==> src/hdl/xyca_map.svh <==
// constants for the x/y curve acquisition block
`ifndef XYCA_MAP_SVH
`define XYCA_MAP_SVH
`define XYCA_CURVE_DEPTH 5000
`define XYCA_MIN_PERIOD_NS 100000
`define XYCA_CLK_PERIOD_NS 50
`define XYCA_MIN_TICKS ((`XYCA_MIN_PERIOD_NS + `XYCA_CLK_PERIOD_NS - 1) / `XYCA_CLK_PERIOD_NS)
`define XYCA_MIN_DELTA 32'h0000_0001
`define XYCA_MODE_ABS 3'h0
`define XYCA_MODE_FINAL 3'h1
`define XYCA_MODE_REF_UP 3'h2
`define XYCA_MODE_REF_DN 3'h3
`define XYCA_MODE_TRG_UP 3'h4
`define XYCA_MODE_TRG_DN 3'h5
`endif

==> src/hdl/xyca_pkg.sv <==
// types for the x/y curve acquisition block
package xyca_pkg;
    typedef enum logic [1:0] {
        XYCA_IDLE,
        XYCA_ARMED,
        XYCA_RECORD,
        XYCA_DONE
    } xyca_state_e;
endpackage : xyca_pkg

==> src/hdl/xyca_acq.sv <==
// x/y curve acquisition: sampling criteria, reference modes, piezo gating
`timescale 1ns/1ns
`include "xyca_map.svh"
module xyca_acq #(
    parameter int DW = 32,
    parameter int DEPTH = `XYCA_CURVE_DEPTH,
    parameter int AW = 13
) (
    input wire logic sys_clk,
    input wire logic sys_rst,
    input wire logic meas_start,
    input wire logic meas_stop,
    input wire logic signed [DW-1:0] x_in,
    input wire logic signed [DW-1:0] y_in,
    input wire logic sample_valid,
    input wire logic [DW-1:0] cfg_edit_val,
    input wire logic [2:0] cfg_edit_sel,
    input wire logic cfg_edit_wr,
    input wire logic cfg_confirm,
    input wire logic cfg_discard,
    input wire logic y_is_piezo,
    output logic piezo_short,
    output logic amp_enable,
    output logic running,
    output logic mem_full,
    output logic [AW-1:0] pair_count,
    output logic signed [DW-1:0] x_offset,
    output logic offset_valid,
    output logic signed [DW-1:0] pair_x,
    output logic signed [DW-1:0] pair_y,
    output logic pair_valid,
    input wire logic pair_ready
);
    // cfg word layout: sel 0 x interval, 1 y interval, 2 t interval (ticks),
    // 3 enables {t,y,x}, 4 mode, 5 y level
    localparam int NCFG = 6;
    logic [DW-1:0] cfg [NCFG];
    genvar gi;
    generate
        for (gi = 0; gi < NCFG; gi++) begin : g_cfg
            xyca_cfg_shadow #(.W(DW)) u_sh (
                .sys_clk(sys_clk),
                .sys_rst(sys_rst),
                .edit_val(cfg_edit_val),
                .edit_wr(cfg_edit_wr && (cfg_edit_sel == 3'(gi))),
                .confirm(cfg_confirm),
                .discard(cfg_discard),
                .active_val(cfg[gi])
            );
        end
    endgenerate

    function automatic logic [DW-1:0] abs_diff(input logic signed [DW-1:0] a,
                                               input logic signed [DW-1:0] b);
        abs_diff = (a > b) ? DW'(a - b) : DW'(b - a);
    endfunction : abs_diff

    function automatic logic [DW-1:0] eff_step(input logic [DW-1:0] v);
        eff_step = (v < `XYCA_MIN_DELTA) ? `XYCA_MIN_DELTA : v;
    endfunction : eff_step

    function automatic logic crossed(input logic up, input logic signed [DW-1:0] prev,
                                     input logic signed [DW-1:0] cur,
                                     input logic signed [DW-1:0] lvl);
        crossed = up ? (prev < lvl && cur >= lvl) : (prev > lvl && cur <= lvl);
    endfunction : crossed

    logic [2:0] mode;
    logic en_x, en_y, en_t;
    logic signed [DW-1:0] ylvl;
    assign mode = cfg[4][2:0];
    assign en_x = cfg[3][0];
    assign en_y = cfg[3][1];
    assign en_t = cfg[3][2];
    assign ylvl = cfg[5];

    xyca_pkg::xyca_state_e st_q, st_d;
    logic signed [DW-1:0] lx_q, lx_d, ly_q, ly_d, py_q, py_d, y0_q, y0_d;
    logic signed [DW-1:0] org_q, org_d, off_q, off_d, fx_q, fx_d;
    logic [DW-1:0] tcnt_q, tcnt_d, gap_q, gap_d;
    logic [AW-1:0] cnt_q, cnt_d;
    logic first_q, first_d, hit_q, hit_d, offv_q, offv_d, run_q, run_d;
    // last valid y: the sensor lines carry no meaning between samples
    logic signed [DW-1:0] yh_q, yh_d;
    // output flags registered so no port hangs off logic
    logic short_q, short_d, full_q, full_d;
    logic signed [DW-1:0] yrel, xout;
    logic trig_mode, line_mode, hit, want, store, buf_ready;

    always_comb begin
        trig_mode = (mode == `XYCA_MODE_TRG_UP) || (mode == `XYCA_MODE_TRG_DN);
        line_mode = (mode == `XYCA_MODE_REF_UP) || (mode == `XYCA_MODE_REF_DN);
        // piezo reads change since start
        yrel = y_is_piezo ? DW'(y_in - y0_q) : y_in;
        hit = crossed(mode[0] == 1'b0, py_q, yrel, ylvl);
        want = first_q
            || (en_t && (tcnt_q >= eff_step(cfg[2]) - 1))
            || (en_x && abs_diff(x_in, lx_q) >= eff_step(cfg[0]))
            || (en_y && abs_diff(yrel, ly_q) >= eff_step(cfg[1]));
        // the crossing sample itself is the first stored point of a trigger curve
        store = ((st_q == xyca_pkg::XYCA_RECORD) || ((st_q == xyca_pkg::XYCA_ARMED) && hit))
            && sample_valid && want
            && (gap_q >= DW'(`XYCA_MIN_TICKS))
            && (cnt_q < AW'(DEPTH)) && buf_ready;
        // trigger modes: crossing point sits at x zero
        xout = trig_mode ? ((st_q == xyca_pkg::XYCA_ARMED) ? '0 : DW'(x_in - org_q))
                         : x_in;
        yh_d = sample_valid ? y_in : yh_q;
        st_d = st_q;
        lx_d = lx_q;
        ly_d = ly_q;
        py_d = py_q;
        y0_d = y0_q;
        org_d = org_q;
        off_d = off_q;
        fx_d = fx_q;
        tcnt_d = (tcnt_q == '1) ? tcnt_q : tcnt_q + 1'b1;
        gap_d = (gap_q == '1) ? gap_q : gap_q + 1'b1;
        cnt_d = cnt_q;
        first_d = first_q;
        hit_d = hit_q;
        offv_d = offv_q;
        run_d = run_q;
        if (sample_valid && st_q != xyca_pkg::XYCA_IDLE) begin
            py_d = yrel;
        end
        case (st_q)
            xyca_pkg::XYCA_IDLE, xyca_pkg::XYCA_DONE: begin
                if (meas_start) begin
                    y0_d = sample_valid ? y_in : yh_q;
                    py_d = '0;
                    cnt_d = '0;
                    first_d = 1'b1;
                    hit_d = 1'b0;
                    offv_d = 1'b0;
                    off_d = '0;
                    gap_d = DW'(`XYCA_MIN_TICKS);
                    run_d = 1'b1;
                    // trigger modes hold off recording
                    st_d = trig_mode ? xyca_pkg::XYCA_ARMED
                                     : xyca_pkg::XYCA_RECORD;
                end
            end
            xyca_pkg::XYCA_ARMED: begin
                if (sample_valid && hit) begin
                    org_d = x_in;
                    st_d = xyca_pkg::XYCA_RECORD;
                end
            end
            xyca_pkg::XYCA_RECORD: begin
                if (sample_valid && line_mode && !hit_q && hit) begin
                    hit_d = 1'b1;
                    off_d = x_in;
                end
                if (sample_valid) begin
                    fx_d = x_in;
                end
            end
            default: st_d = xyca_pkg::XYCA_IDLE;
        endcase
        // shared by record and by the trigger crossing in armed
        if (store) begin
            lx_d = x_in;
            ly_d = yrel;
            tcnt_d = '0;
            gap_d = '0;
            first_d = 1'b0;
            cnt_d = cnt_q + 1'b1;
        end
        if (meas_stop && st_q != xyca_pkg::XYCA_IDLE && st_q != xyca_pkg::XYCA_DONE) begin
            st_d = xyca_pkg::XYCA_DONE;
            run_d = 1'b0;
            offv_d = 1'b1;
            if (mode == `XYCA_MODE_FINAL) begin
                off_d = fx_q;
            end else if (trig_mode) begin
                off_d = '0;
            end else if (!line_mode) begin
                off_d = '0;
            end
        end
        short_d = !run_d;
        full_d = (cnt_d == AW'(DEPTH));
    end

    always_ff @(posedge sys_clk) begin
        if (sys_rst) begin
            st_q <= xyca_pkg::XYCA_IDLE;
            lx_q <= '0;
            ly_q <= '0;
            py_q <= '0;
            y0_q <= '0;
            org_q <= '0;
            off_q <= '0;
            fx_q <= '0;
            tcnt_q <= '0;
            gap_q <= '0;
            cnt_q <= '0;
            first_q <= 1'b0;
            hit_q <= 1'b0;
            offv_q <= 1'b0;
            run_q <= 1'b0;
            yh_q <= '0;
            short_q <= 1'b1;
            full_q <= 1'b0;
        end else begin
            yh_q <= yh_d;
            short_q <= short_d;
            full_q <= full_d;
            st_q <= st_d;
            lx_q <= lx_d;
            ly_q <= ly_d;
            py_q <= py_d;
            y0_q <= y0_d;
            org_q <= org_d;
            off_q <= off_d;
            fx_q <= fx_d;
            tcnt_q <= tcnt_d;
            gap_q <= gap_d;
            cnt_q <= cnt_d;
            first_q <= first_d;
            hit_q <= hit_d;
            offv_q <= offv_d;
            run_q <= run_d;
        end
    end

    logic [2*DW-1:0] buf_out;
    logic buf_valid;
    xyca_skid #(.W(2*DW)) u_buf (
        .sys_clk(sys_clk),
        .sys_rst(sys_rst),
        .in_data({xout, yrel}),
        .in_valid(store),
        .in_ready(buf_ready),
        .out_data(buf_out),
        .out_valid(buf_valid),
        .out_ready(pair_ready)
    );

    // outputs come from flops: skid storage and state registers
    assign pair_x = buf_out[2*DW-1:DW];
    assign pair_y = buf_out[DW-1:0];
    assign pair_valid = buf_valid;
    assign running = run_q;
    assign amp_enable = run_q;
    assign piezo_short = short_q;
    assign mem_full = full_q;
    assign pair_count = cnt_q;
    assign x_offset = off_q;
    assign offset_valid = offv_q;

    full_stops_a: assert property (@(posedge sys_clk) disable iff (sys_rst)
        (cnt_q == AW'(DEPTH)) |-> !store)
        else $error("pair stored with full curve memory");
    min_gap_a: assert property (@(posedge sys_clk) disable iff (sys_rst)
        store |=> !store [*2])
        else $error("stored pairs closer than minimum spacing");
    armed_silent_a: assert property (@(posedge sys_clk) disable iff (sys_rst)
        (st_q == xyca_pkg::XYCA_ARMED && !(sample_valid && hit)) |-> !store)
        else $error("pair stored before trigger crossing");
    piezo_gate_a: assert property (@(posedge sys_clk) disable iff (sys_rst)
        piezo_short == (st_q == xyca_pkg::XYCA_IDLE || st_q == xyca_pkg::XYCA_DONE))
        else $error("piezo short not tied to measurement phase");
    start_run_a: assert property (@(posedge sys_clk) disable iff (sys_rst)
        (meas_start && !run_q) |=> amp_enable && !piezo_short)
        else $error("amplifier not enabled on start");
    timer_restart_a: assert property (@(posedge sys_clk) disable iff (sys_rst)
        store |=> tcnt_q == '0)
        else $error("time counter not restarted after store");
    count_step_a: assert property (@(posedge sys_clk) disable iff (sys_rst)
        store |=> cnt_q == $past(cnt_q) + 1'b1)
        else $error("pair count did not advance on store");
    final_off_a: assert property (@(posedge sys_clk) disable iff (sys_rst)
        (meas_stop && run_q && mode == `XYCA_MODE_FINAL) |=> off_q == $past(fx_q))
        else $error("final force offset wrong");
    full_flag_a: assert property (@(posedge sys_clk) disable iff (sys_rst)
        mem_full == (cnt_q == AW'(DEPTH)))
        else $error("full flag disagrees with pair count");
    start_ref_a: assert property (@(posedge sys_clk) disable iff (sys_rst)
        (meas_start && !run_q && sample_valid) |=> y0_q == $past(y_in))
        else $error("piezo start value not captured");
    abs_x_a: assert property (@(posedge sys_clk) disable iff (sys_rst)
        (store && mode == `XYCA_MODE_ABS) |-> xout == x_in)
        else $error("absolute mode shifted x");
    trig_zero_a: assert property (@(posedge sys_clk) disable iff (sys_rst)
        (store && st_q == xyca_pkg::XYCA_ARMED) |-> xout == '0)
        else $error("trigger crossing not at x zero");
endmodule : xyca_acq

==> src/hdl/xyca_cfg_shadow.sv <==
// settings shadow: edits take effect only on confirm
`timescale 1ns/1ns
`include "xyca_map.svh"
module xyca_cfg_shadow #(
    parameter int W = 32
) (
    input wire logic sys_clk,
    input wire logic sys_rst,
    input wire logic [W-1:0] edit_val,
    input wire logic edit_wr,
    input wire logic confirm,
    input wire logic discard,
    output logic [W-1:0] active_val
);
    logic [W-1:0] pend_q, pend_d, act_q, act_d;
    always_comb begin
        pend_d = pend_q;
        act_d = act_q;
        if (discard) begin
            pend_d = act_q;
        end else if (edit_wr) begin
            pend_d = edit_val;
        end
        if (confirm) begin
            act_d = pend_q;
        end
    end
    always_ff @(posedge sys_clk) begin
        if (sys_rst) begin
            pend_q <= '0;
            act_q <= '0;
        end else begin
            pend_q <= pend_d;
            act_q <= act_d;
        end
    end
    assign active_val = act_q;
endmodule : xyca_cfg_shadow

==> src/hdl/xyca_skid.sv <==
// two-entry buffer for stored value pairs
`timescale 1ns/1ns
module xyca_skid #(
    parameter int W = 64
) (
    input wire logic sys_clk,
    input wire logic sys_rst,
    input wire logic [W-1:0] in_data,
    input wire logic in_valid,
    output logic in_ready,
    output logic [W-1:0] out_data,
    output logic out_valid,
    input wire logic out_ready
);
    logic [W-1:0] mem_q [2];
    logic [W-1:0] mem_d [2];
    logic [1:0] cnt_q, cnt_d;
    logic rd_q, rd_d, wr_q, wr_d;
    logic push, pop;
    always_comb begin
        push = in_valid && (cnt_q != 2'h2);
        pop = out_ready && (cnt_q != 2'h0);
        mem_d = mem_q;
        if (push) begin
            mem_d[wr_q] = in_data;
        end
        wr_d = push ? ~wr_q : wr_q;
        rd_d = pop ? ~rd_q : rd_q;
        cnt_d = cnt_q + {1'b0, push} - {1'b0, pop};
    end
    always_ff @(posedge sys_clk) begin
        if (sys_rst) begin
            cnt_q <= 2'h0;
            rd_q <= 1'b0;
            wr_q <= 1'b0;
            mem_q[0] <= '0;
            mem_q[1] <= '0;
        end else begin
            cnt_q <= cnt_d;
            rd_q <= rd_d;
            wr_q <= wr_d;
            mem_q <= mem_d;
        end
    end
    assign in_ready = (cnt_q != 2'h2);
    assign out_valid = (cnt_q != 2'h0);
    assign out_data = mem_q[rd_q];
endmodule : xyca_skid
==> config.mk <==
export PLATFORM = sky130hd
export DESIGN_NAME = xyca_acq
export DESIGN_NICKNAME = d
export VERILOG_FILES = /design/src/hdl/xyca_pkg.sv /design/src/hdl/xyca_acq.sv /design/src/hdl/xyca_cfg_shadow.sv /design/src/hdl/xyca_skid.sv
export VERILOG_INCLUDE_DIRS = /design/src /design/src/hdl
export SDC_FILE = /design/constraint.sdc
export NUM_CORES = 2
export LEC_CHECK = 0
export BUFFER_PORTS_ARGS = -buffer_cell sky130_fd_sc_hd__buf_2
export CORE_ASPECT_RATIO = 1.1
export CORE_MARGIN = 3
export CORE_UTILIZATION = 55
export CTS_BUF_LIST = sky130_fd_sc_hd__clkbuf_4
export CTS_CLUSTER_SIZE = 16
export DETAILED_ROUTE_END_ITERATION = 10
export GPL_ROUTABILITY_DRIVEN = 0
export HOLD_SLACK_MARGIN = 0.08
export PLACE_DENSITY = 0.7
export RECOVER_POWER = 50
export SYNTH_ARGS = -nofsm -noshare
export SYNTH_HDL_FRONTEND = slang
export SYNTH_SLANG_ARGS = --single-unit
==> constraint.sdc <==
create_clock -name sys_clk -period 9.8 [get_ports sys_clk]
set_input_delay 0.49 -clock sys_clk [delete_from_list [all_inputs] [get_ports sys_clk]]
set_output_delay 0.49 -clock sys_clk [all_outputs]
set_load 0.05 [all_outputs]
# Word level (Yosys, flattened, before mapping)
# Index checks and enable logic that the tools add are counted.
[totals]
reg_bits = 857
latch_bits = 0
ramBits = 0
rom_bits = 0
out_inout_bits = 115
elab_cells = 204
mem_count = 0
[classes]
addsub = 12
n_mul = 0
div_mod_pow = 0
n_lt_le_gt_ge = 17
n_eq_ne = 22
shifts = 0
n_mux = 57
n_bitwise = 4
n_reduce_logical = 57
[ops]
columns = ["operator", "count"]
rows = [
  ["$mux W32", 33],
  ["$mux W64", 4],
  ["$sub A32 B32 Y32", 6],
  ["$bwmux W128", 1],
  ["$ge A32 B32 Y1", 4],
  ["$gt A32 B32 Y1", 3],
  ["$lt A32 B1 Y1 const B", 3],
  ["$add A32 B1 Y32 const B", 2],
  ["$demux W64 S1", 1],
  ["$eq A32 B32 Y1 const B", 2],
  ["$pmux W32 S2", 1],
  ["$mux W13", 3],
  ["$ge A32 B11 Y1 const B", 1],
  ["$le A32 B32 Y1", 1],
  ["$lt A32 B32 Y1", 1],
  ["$sub A32 B1 Y32 const B", 1],
  ["$logic_and A1 B1 Y1", 27],
  ["$reduce_bool A2 Y1", 11],
  ["$add A13 B1 Y13 const B", 1],
  ["$eq A13 B13 Y1 const B", 1],
  ["$lt A13 B13 Y1 const B", 1],
  ["$eq A3 B2 Y1 const B", 4],
  ["$eq A3 B3 Y1 const B", 4],
  ["$mux W1", 8],
  ["other kinds (24)", 45],
]

# Longest topological paths before layout
[depth]
word_depth = 15
depth_mapped = 44

# By module
# From an unflattened synthesis, not the netlist that was laid out.
[unflattened]
hier_cells = 5835
hier_area_um2 = 49985.4
[modules_own_cells]
columns = ["mod", "instances", "cells_per_inst", "area_per_inst_um2", "seq_area_each_um2"]
rows = [
  ["xyca_acq", 1, 3700, 27904.3, 6826.5],
  ["xyca_cfg_shadow", 6, 246, 2635.0, 1281.2],
  ["xyca_skid", 1, 659, 6271.0, 2642.5],
]

# Least setup slack after synthesis
# Ideal clock, no wire load.
[synth_timing]
kind = "input -> register"
startpoint = "input y_in[0]"
endpoint = "register u_buf.cnt_q[1]"
setup_ps = 128
t_arrival_ps = 8134
slack_ps = 1539
path_stages = 41
path_buffers = 5
path_cell_list = "inv_1 > ha_1 > fa_1 > nor2b_1 > o31a_1 > o211ai_1 > a21boi_0 > o21ai_0 > a21boi_0 > o21ai_0 > a21o_1 > a31oi_1 > inv_1 > ha_1 > clkbuf_1 > nand4_1 > nor3_1 > a221oi_1 > (+5 left out) > a31oi_1 > xnor2_1 > ha_1 > a2111oi_0 > o21ai_0 > a31o_1 > a221oi_1 > a21boi_0 > o41ai_4 > or2_1 > buf_4 > inv_2 > buf_6 > buf_4 > ha_1 > xnor2_1 > xnor2_1 > nor2_1"
[synth_via]
elab_chain_len = 15
[synth_lines]
columns = ["item", "line_no", "rtl"]
rows = [
  ["start, declared", "xyca_acq.sv:14", "input wire logic signed [DW-1:0] y_in,"],
  ["$sub A32 B32 Y32 (*)", "xyca_acq.sv:94", "yrel = y_is_piezo ? DW'(y_in - y0_q) : y_in;"],
  ["$mux W32 (*)", "xyca_acq.sv:94", ""],
  ["net u_buf.in_data[16]", "xyca_skid.sv:8", "input wire logic [W-1:0] in_data,"],
  ["parallel branches: the longest is 6 deep, another holds $sub A32 B32 Y32", "-", ""],
  ["$logic_and A1 B1 Y1 (*)", "xyca_acq.sv:102", "&& sample_valid && want"],
  ["$logic_and A1 B1 Y1 (*) (3 in series)", "xyca_acq.sv:101", "store = ((st_q == xyca_pkg::XYCA_RECORD) || ((st_q == xyca_pkg::XYCA_ARMED) && hit))"],
  ["$logic_and A1 B1 Y1 (*)", "xyca_skid.sv:21", "push = in_valid && (cnt_q != 2'h2);"],
  ["$add A2 B1 Y2 (*)", "xyca_skid.sv:29", "cnt_d = cnt_q + {1'b0, push} - {1'b0, pop};"],
  ["$sub A2 B1 Y2 (*)", "xyca_skid.sv:29", ""],
  ["end signal, assigned", "xyca_skid.sv:39", "cnt_q <= cnt_d;"],
  ["end, declared", "xyca_skid.sv:17", "logic [1:0] cnt_q, cnt_d;"],
]
# Mark *: on every way through the listed nets, which the timed path passes.
# A chain may end at the register's enable or synchronous reset.

# Final worst setup path
[layout_timing]
startpoint = "register y0_q[1]"
endpoint = "register gap_q[9]"
[layout_via]
elab_chain_len = 13
[layout_lines]
columns = ["item", "line_no", "rtl"]
rows = [
  ["start, declared", "xyca_acq.sv:78", "logic signed [DW-1:0] lx_q, lx_d, ly_q, ly_d, py_q, py_d, y0_q, y0_d;"],
  ["start signal, assigned", "xyca_acq.sv:214", "y0_q <= y0_d;"],
  ["$sub A32 B32 Y32 (*)", "xyca_acq.sv:94", ""],
  ["$mux W32 (*)", "xyca_acq.sv:94", ""],
  ["net u_buf.in_data[21]", "xyca_skid.sv:8", ""],
  ["parallel branches: the longest is 6 deep, another holds $sub A32 B32 Y32", "-", ""],
  ["$logic_and A1 B1 Y1 (*)", "xyca_acq.sv:102", ""],
  ["$logic_and A1 B1 Y1 (*) (3 in series)", "xyca_acq.sv:101", ""],
  ["$reduce_or A2 Y1 (no source line) (*)", "-", ""],
  ["end signal, assigned", "xyca_acq.sv:219", "gap_q <= gap_d;"],
  ["end, declared", "xyca_acq.sv:80", "logic [DW-1:0] tcnt_q, tcnt_d, gap_q, gap_d;"],
]
# Marked as above.

==> flow_summary.ini <==
[place]
dpl_cell_area_sq_um = 45500
place_hpwl_um = 89700
io_buffer_count = 223
dp.cells = 6300
dp_slack_ns = -0.257

[sta]
setup_viol = 0
fmax_mhz = 109
timing.final.hold_violations = 0
fin_skew_ns = 0.101
relSlewSlack = -1.91
worst_pin_slew_ns = 4.37
drv_slew = 500
final.setup.worst_slack_ns = 0.602
fin_setup_tns_ns = 0
rsz0062_at_grt = no
fin_crit_ns = 9.20
min_period_over_period = 0.939

[worst_setup_path]
cp.buffers_inverters = 5
r2r_start = y0_q[1]
rr_worst_depth = 35
cp_top_family = compound AO/OA/AOI/OAI gates
criticalPathCategory = flip-flop to flip-flop
rrSetupSlack_ns = 0.60
start_kind = flip-flop
timing.rr.end = gap_q[9]
cp_max_fo = 54
cpPeakStageDelay_ns = 0.52
cp.required_ns = 10.76
startpoint = y0_q[1]
slowest_stage = ha_1
arrival_ns = 10.16
endpoint_kind = flip-flop

[die]
dieArea_sq_um = 82600
die_w_um = 274
num_rows = 107
start_util = 0.559
die_h_um = 301
io_pins = 224
core_sq_um = 77900

[logic_synthesis]
ys_top_cells_by_area = dfxtp_1, ha_1, mux2i_1
avgSynthCellArea_sq_um = 8.30
synth_ff_type = dfxtp_1
synthTopCellsByCount = nor2_1, dfxtp_1, a21oi_1
synth_top_area_share = 0.341
async_flop_share = 0
synth_edf_count = 0
yosysSeqAreaShare = 0.341
synth.net_count = 5724
ys_warn_count = 0
ys_types = 92
synthMostInstantiatedCell = nor2_1
yosys_register_bits = 741
yosysTopAreaCell = dfxtp_1
synth_area_sq_um = 43600
synthCells = 5250

[global_route]
grt_pass1_vias = 37000
grt_max_degree = 117
grt_pass1_wl_um = 198000
antenna_found_initial = 5
grt_overflow = 0
grt_use_total = 0.297

[detailed_routing]
wire_per_inst_um = 18.5
dr_total_vias = 39300
final_antenna_net_count = 0
drcViolationCount = 0
routed_wl_um = 126000
drtIter0Drc = 3126
first_pass_iters = 8
avgViaCountPerCell = 5.80

[power]
report.power.total_w = 0.00962
p_clk_frac = 0.276
p_int_w = 0.00599
sequentialPowerShare = 0.341
p_sw_frac = 0.377
power_switching_w = 0.00363
p_comb_frac = 0.382
peakVddDrop_mv = 0.157
p_leak_nw = 20.5
p_per_area_nw_per_um2 = 195

[finish]
syn2layout_area_growth_pct = 13.0
final_cells = 6775
final_layout_size_suffix_gt1_frac = 0.118
fill_cells = 7075
final_cell_area_sq_um = 49200
finalNetCount = 6075

[hold_path]
hold_path_class = input port to flip-flop
worstHoldStart = sample_valid
worstHoldEndpoint = yh_q[2]
min_path_cells = 4

[clock_tree]
insertion_delay_ns = 1.10
clockBufferDepth = 3
cts-root-buf = clkbuf_4
htree_levels = 4
cts_buffers = 193
cts_tree = yes
cts.clk_slew.worst_paths_ns = 0.07
cts_sinks = 741

[job]
maxCapViolCount = 7

[status]
violations = max-capacitance violations, max-slew violations
status = finished with violations
[logic make-up (layout without fill, tap and decap cells)]
| family | count (synthesis) | in the layout | synth area share |
|---|---|---|---|
| adders and majority gates | 365 | 365 | 0.106 |
| xor gates and xnor gates | 195 | 195 | 0.0392 |
| and+or+nand+nor | 1581 | 1581 | 0.163 |
| other | 0 | 6 | 0 |
| buffers and inverters | 660 | 1144 | 0.0600 |
| AOI/OAI and AO/OA | 1314 | 1314 | 0.199 |
| DFF | 741 | 741 | 0.341 |
| muxes | 394 | 394 | 0.0926 |
[through the flow]
step | hold WS [ns] | util
after floorplan | 0.432 | -
after global placement | 0.437 | 0.584
after detailed placement | 0.442 | 0.584
after CTS | 0.0814 | 0.633
after global routing | 0.120 | 0.632
final | 0.226 | 0.632
[power groups by stage]
| stage | clock [W] | combinational, W | sequential [W] |
|---|---|---|---|
| after floorplan | 0 | 0.00262 | 0.00333 |
| final | 0.00266 | 0.00368 | 0.00328 |
| after CTS | 0.00273 | 0.00364 | 0.00328 |
| after global placement | 0 | 0.00352 | 0.00334 |
| after detailed placement | 0 | 0.00356 | 0.00335 |
| after global routing | 0.00289 | 0.00409 | 0.00330 |
[metal layers]
metal | GRT usage | wire, um
met3 | 0.0572 | 7430
met2 | 0.499 | 60000
met5 | 0 | 13
met4 | 0.120 | 4520
met1 | 0.374 | 53600
[timing repair]
item                                    CTS  global route
endpoints found under the hold margin   579             0
endpoints found under the setup margin    1           247
buffers inserted                          0             2
pin swaps                                 0             1
hold buffers                            139             0
resized for setup                         1             6
[cells in the final DEF, fill, tap and decap left out, drive strengths merged, types with 10 or more instances in the layout]
cell | netlist | routed
nand3b | 10 | 10
and4 | 15 | 15
and2 | 49 | 49
o31ai | 11 | 11
or2 | 10 | 10
or3 | 20 | 20
o31a | 13 | 13
nor4 | 45 | 45
o21bai | 45 | 45
nor2b | 30 | 30
dfxtp | 741 | 741
inv | 370 | 375
a221o | 35 | 35
o21ai | 141 | 141
a21oi | 473 | 473
nand2 | 348 | 348
nor2 | 755 | 755
a211oi | 191 | 191
and3 | 21 | 21
o211ai | 20 | 20
a21o | 88 | 88
dlygate4sd3 | 0 | 139
buf | 94 | 244
o21a | 25 | 25
nand2b | 24 | 24
xor2 | 76 | 76
clkbuf | 195 | 336
nor3 | 76 | 76
a22oi | 125 | 125
ha | 359 | 359
mux2i | 322 | 322
mux2 | 72 | 72
a221oi | 10 | 10
nand4 | 75 | 75
xnor2 | 119 | 119
nand3 | 79 | 79
a2111oi | 13 | 13
a21boi | 18 | 18
clkinv | 1 | 44
a31oi | 27 | 27
[state kept, by name, indices dropped and copies added, names as in the netlist, 13 cells and up]
| name | count |
|---|---|
| lx_q | 32 |
| g_cfg.u_sh.pend_q | 134 |
| py_q | 32 |
| org_q | 32 |
| fx_q | 32 |
| pair_count | 13 |
| u_buf.mem_q | 128 |
| g_cfg.u_sh.active_val | 134 |
| ly_q | 32 |
| yh_q | 32 |
| tcnt_q | 32 |
| x_offset | 32 |
| gap_q | 32 |
| y0_q | 32 |
[worst max-delay path by stage]
stage,endpoint,slack (ns),depth (start not counted)
after floorplan,u_buf.cnt_q[1],1.54,41
after global placement,gap_q[1],0.02,35
after detailed placement,gap_q[1],-0.26,35
after CTS,gap_q[1],0.23,33
after global routing,ly_q[1],0.01,35
final,gap_q[9],0.60,35
[worst register-to-register path: cells and delay by family, from the launching register on]
kind	cells	cell delay, ns
mux	1	0.42
xor+xnor	1	0.14
simple gates	6	1.51
flops	1	0.36
buf+inv	5	1.00
compound gates	19	4.64
fa+ha+maj	3	1.00
[cell type report]
cell class              count  area [sq um]  share of cell area
diodes                      6          15.0            0.000305
clock buffers             274          2060              0.0418
clock inverters            54           332             0.00674
inverters                 371          1390              0.0283
multi-input cells        3849         26200               0.532
flip-flops and latches    741         14800               0.301
well taps                1035          1290              0.0263
repair buffers            445          3130              0.0635
Note: power is estimated with default switching activity, not from simulation.
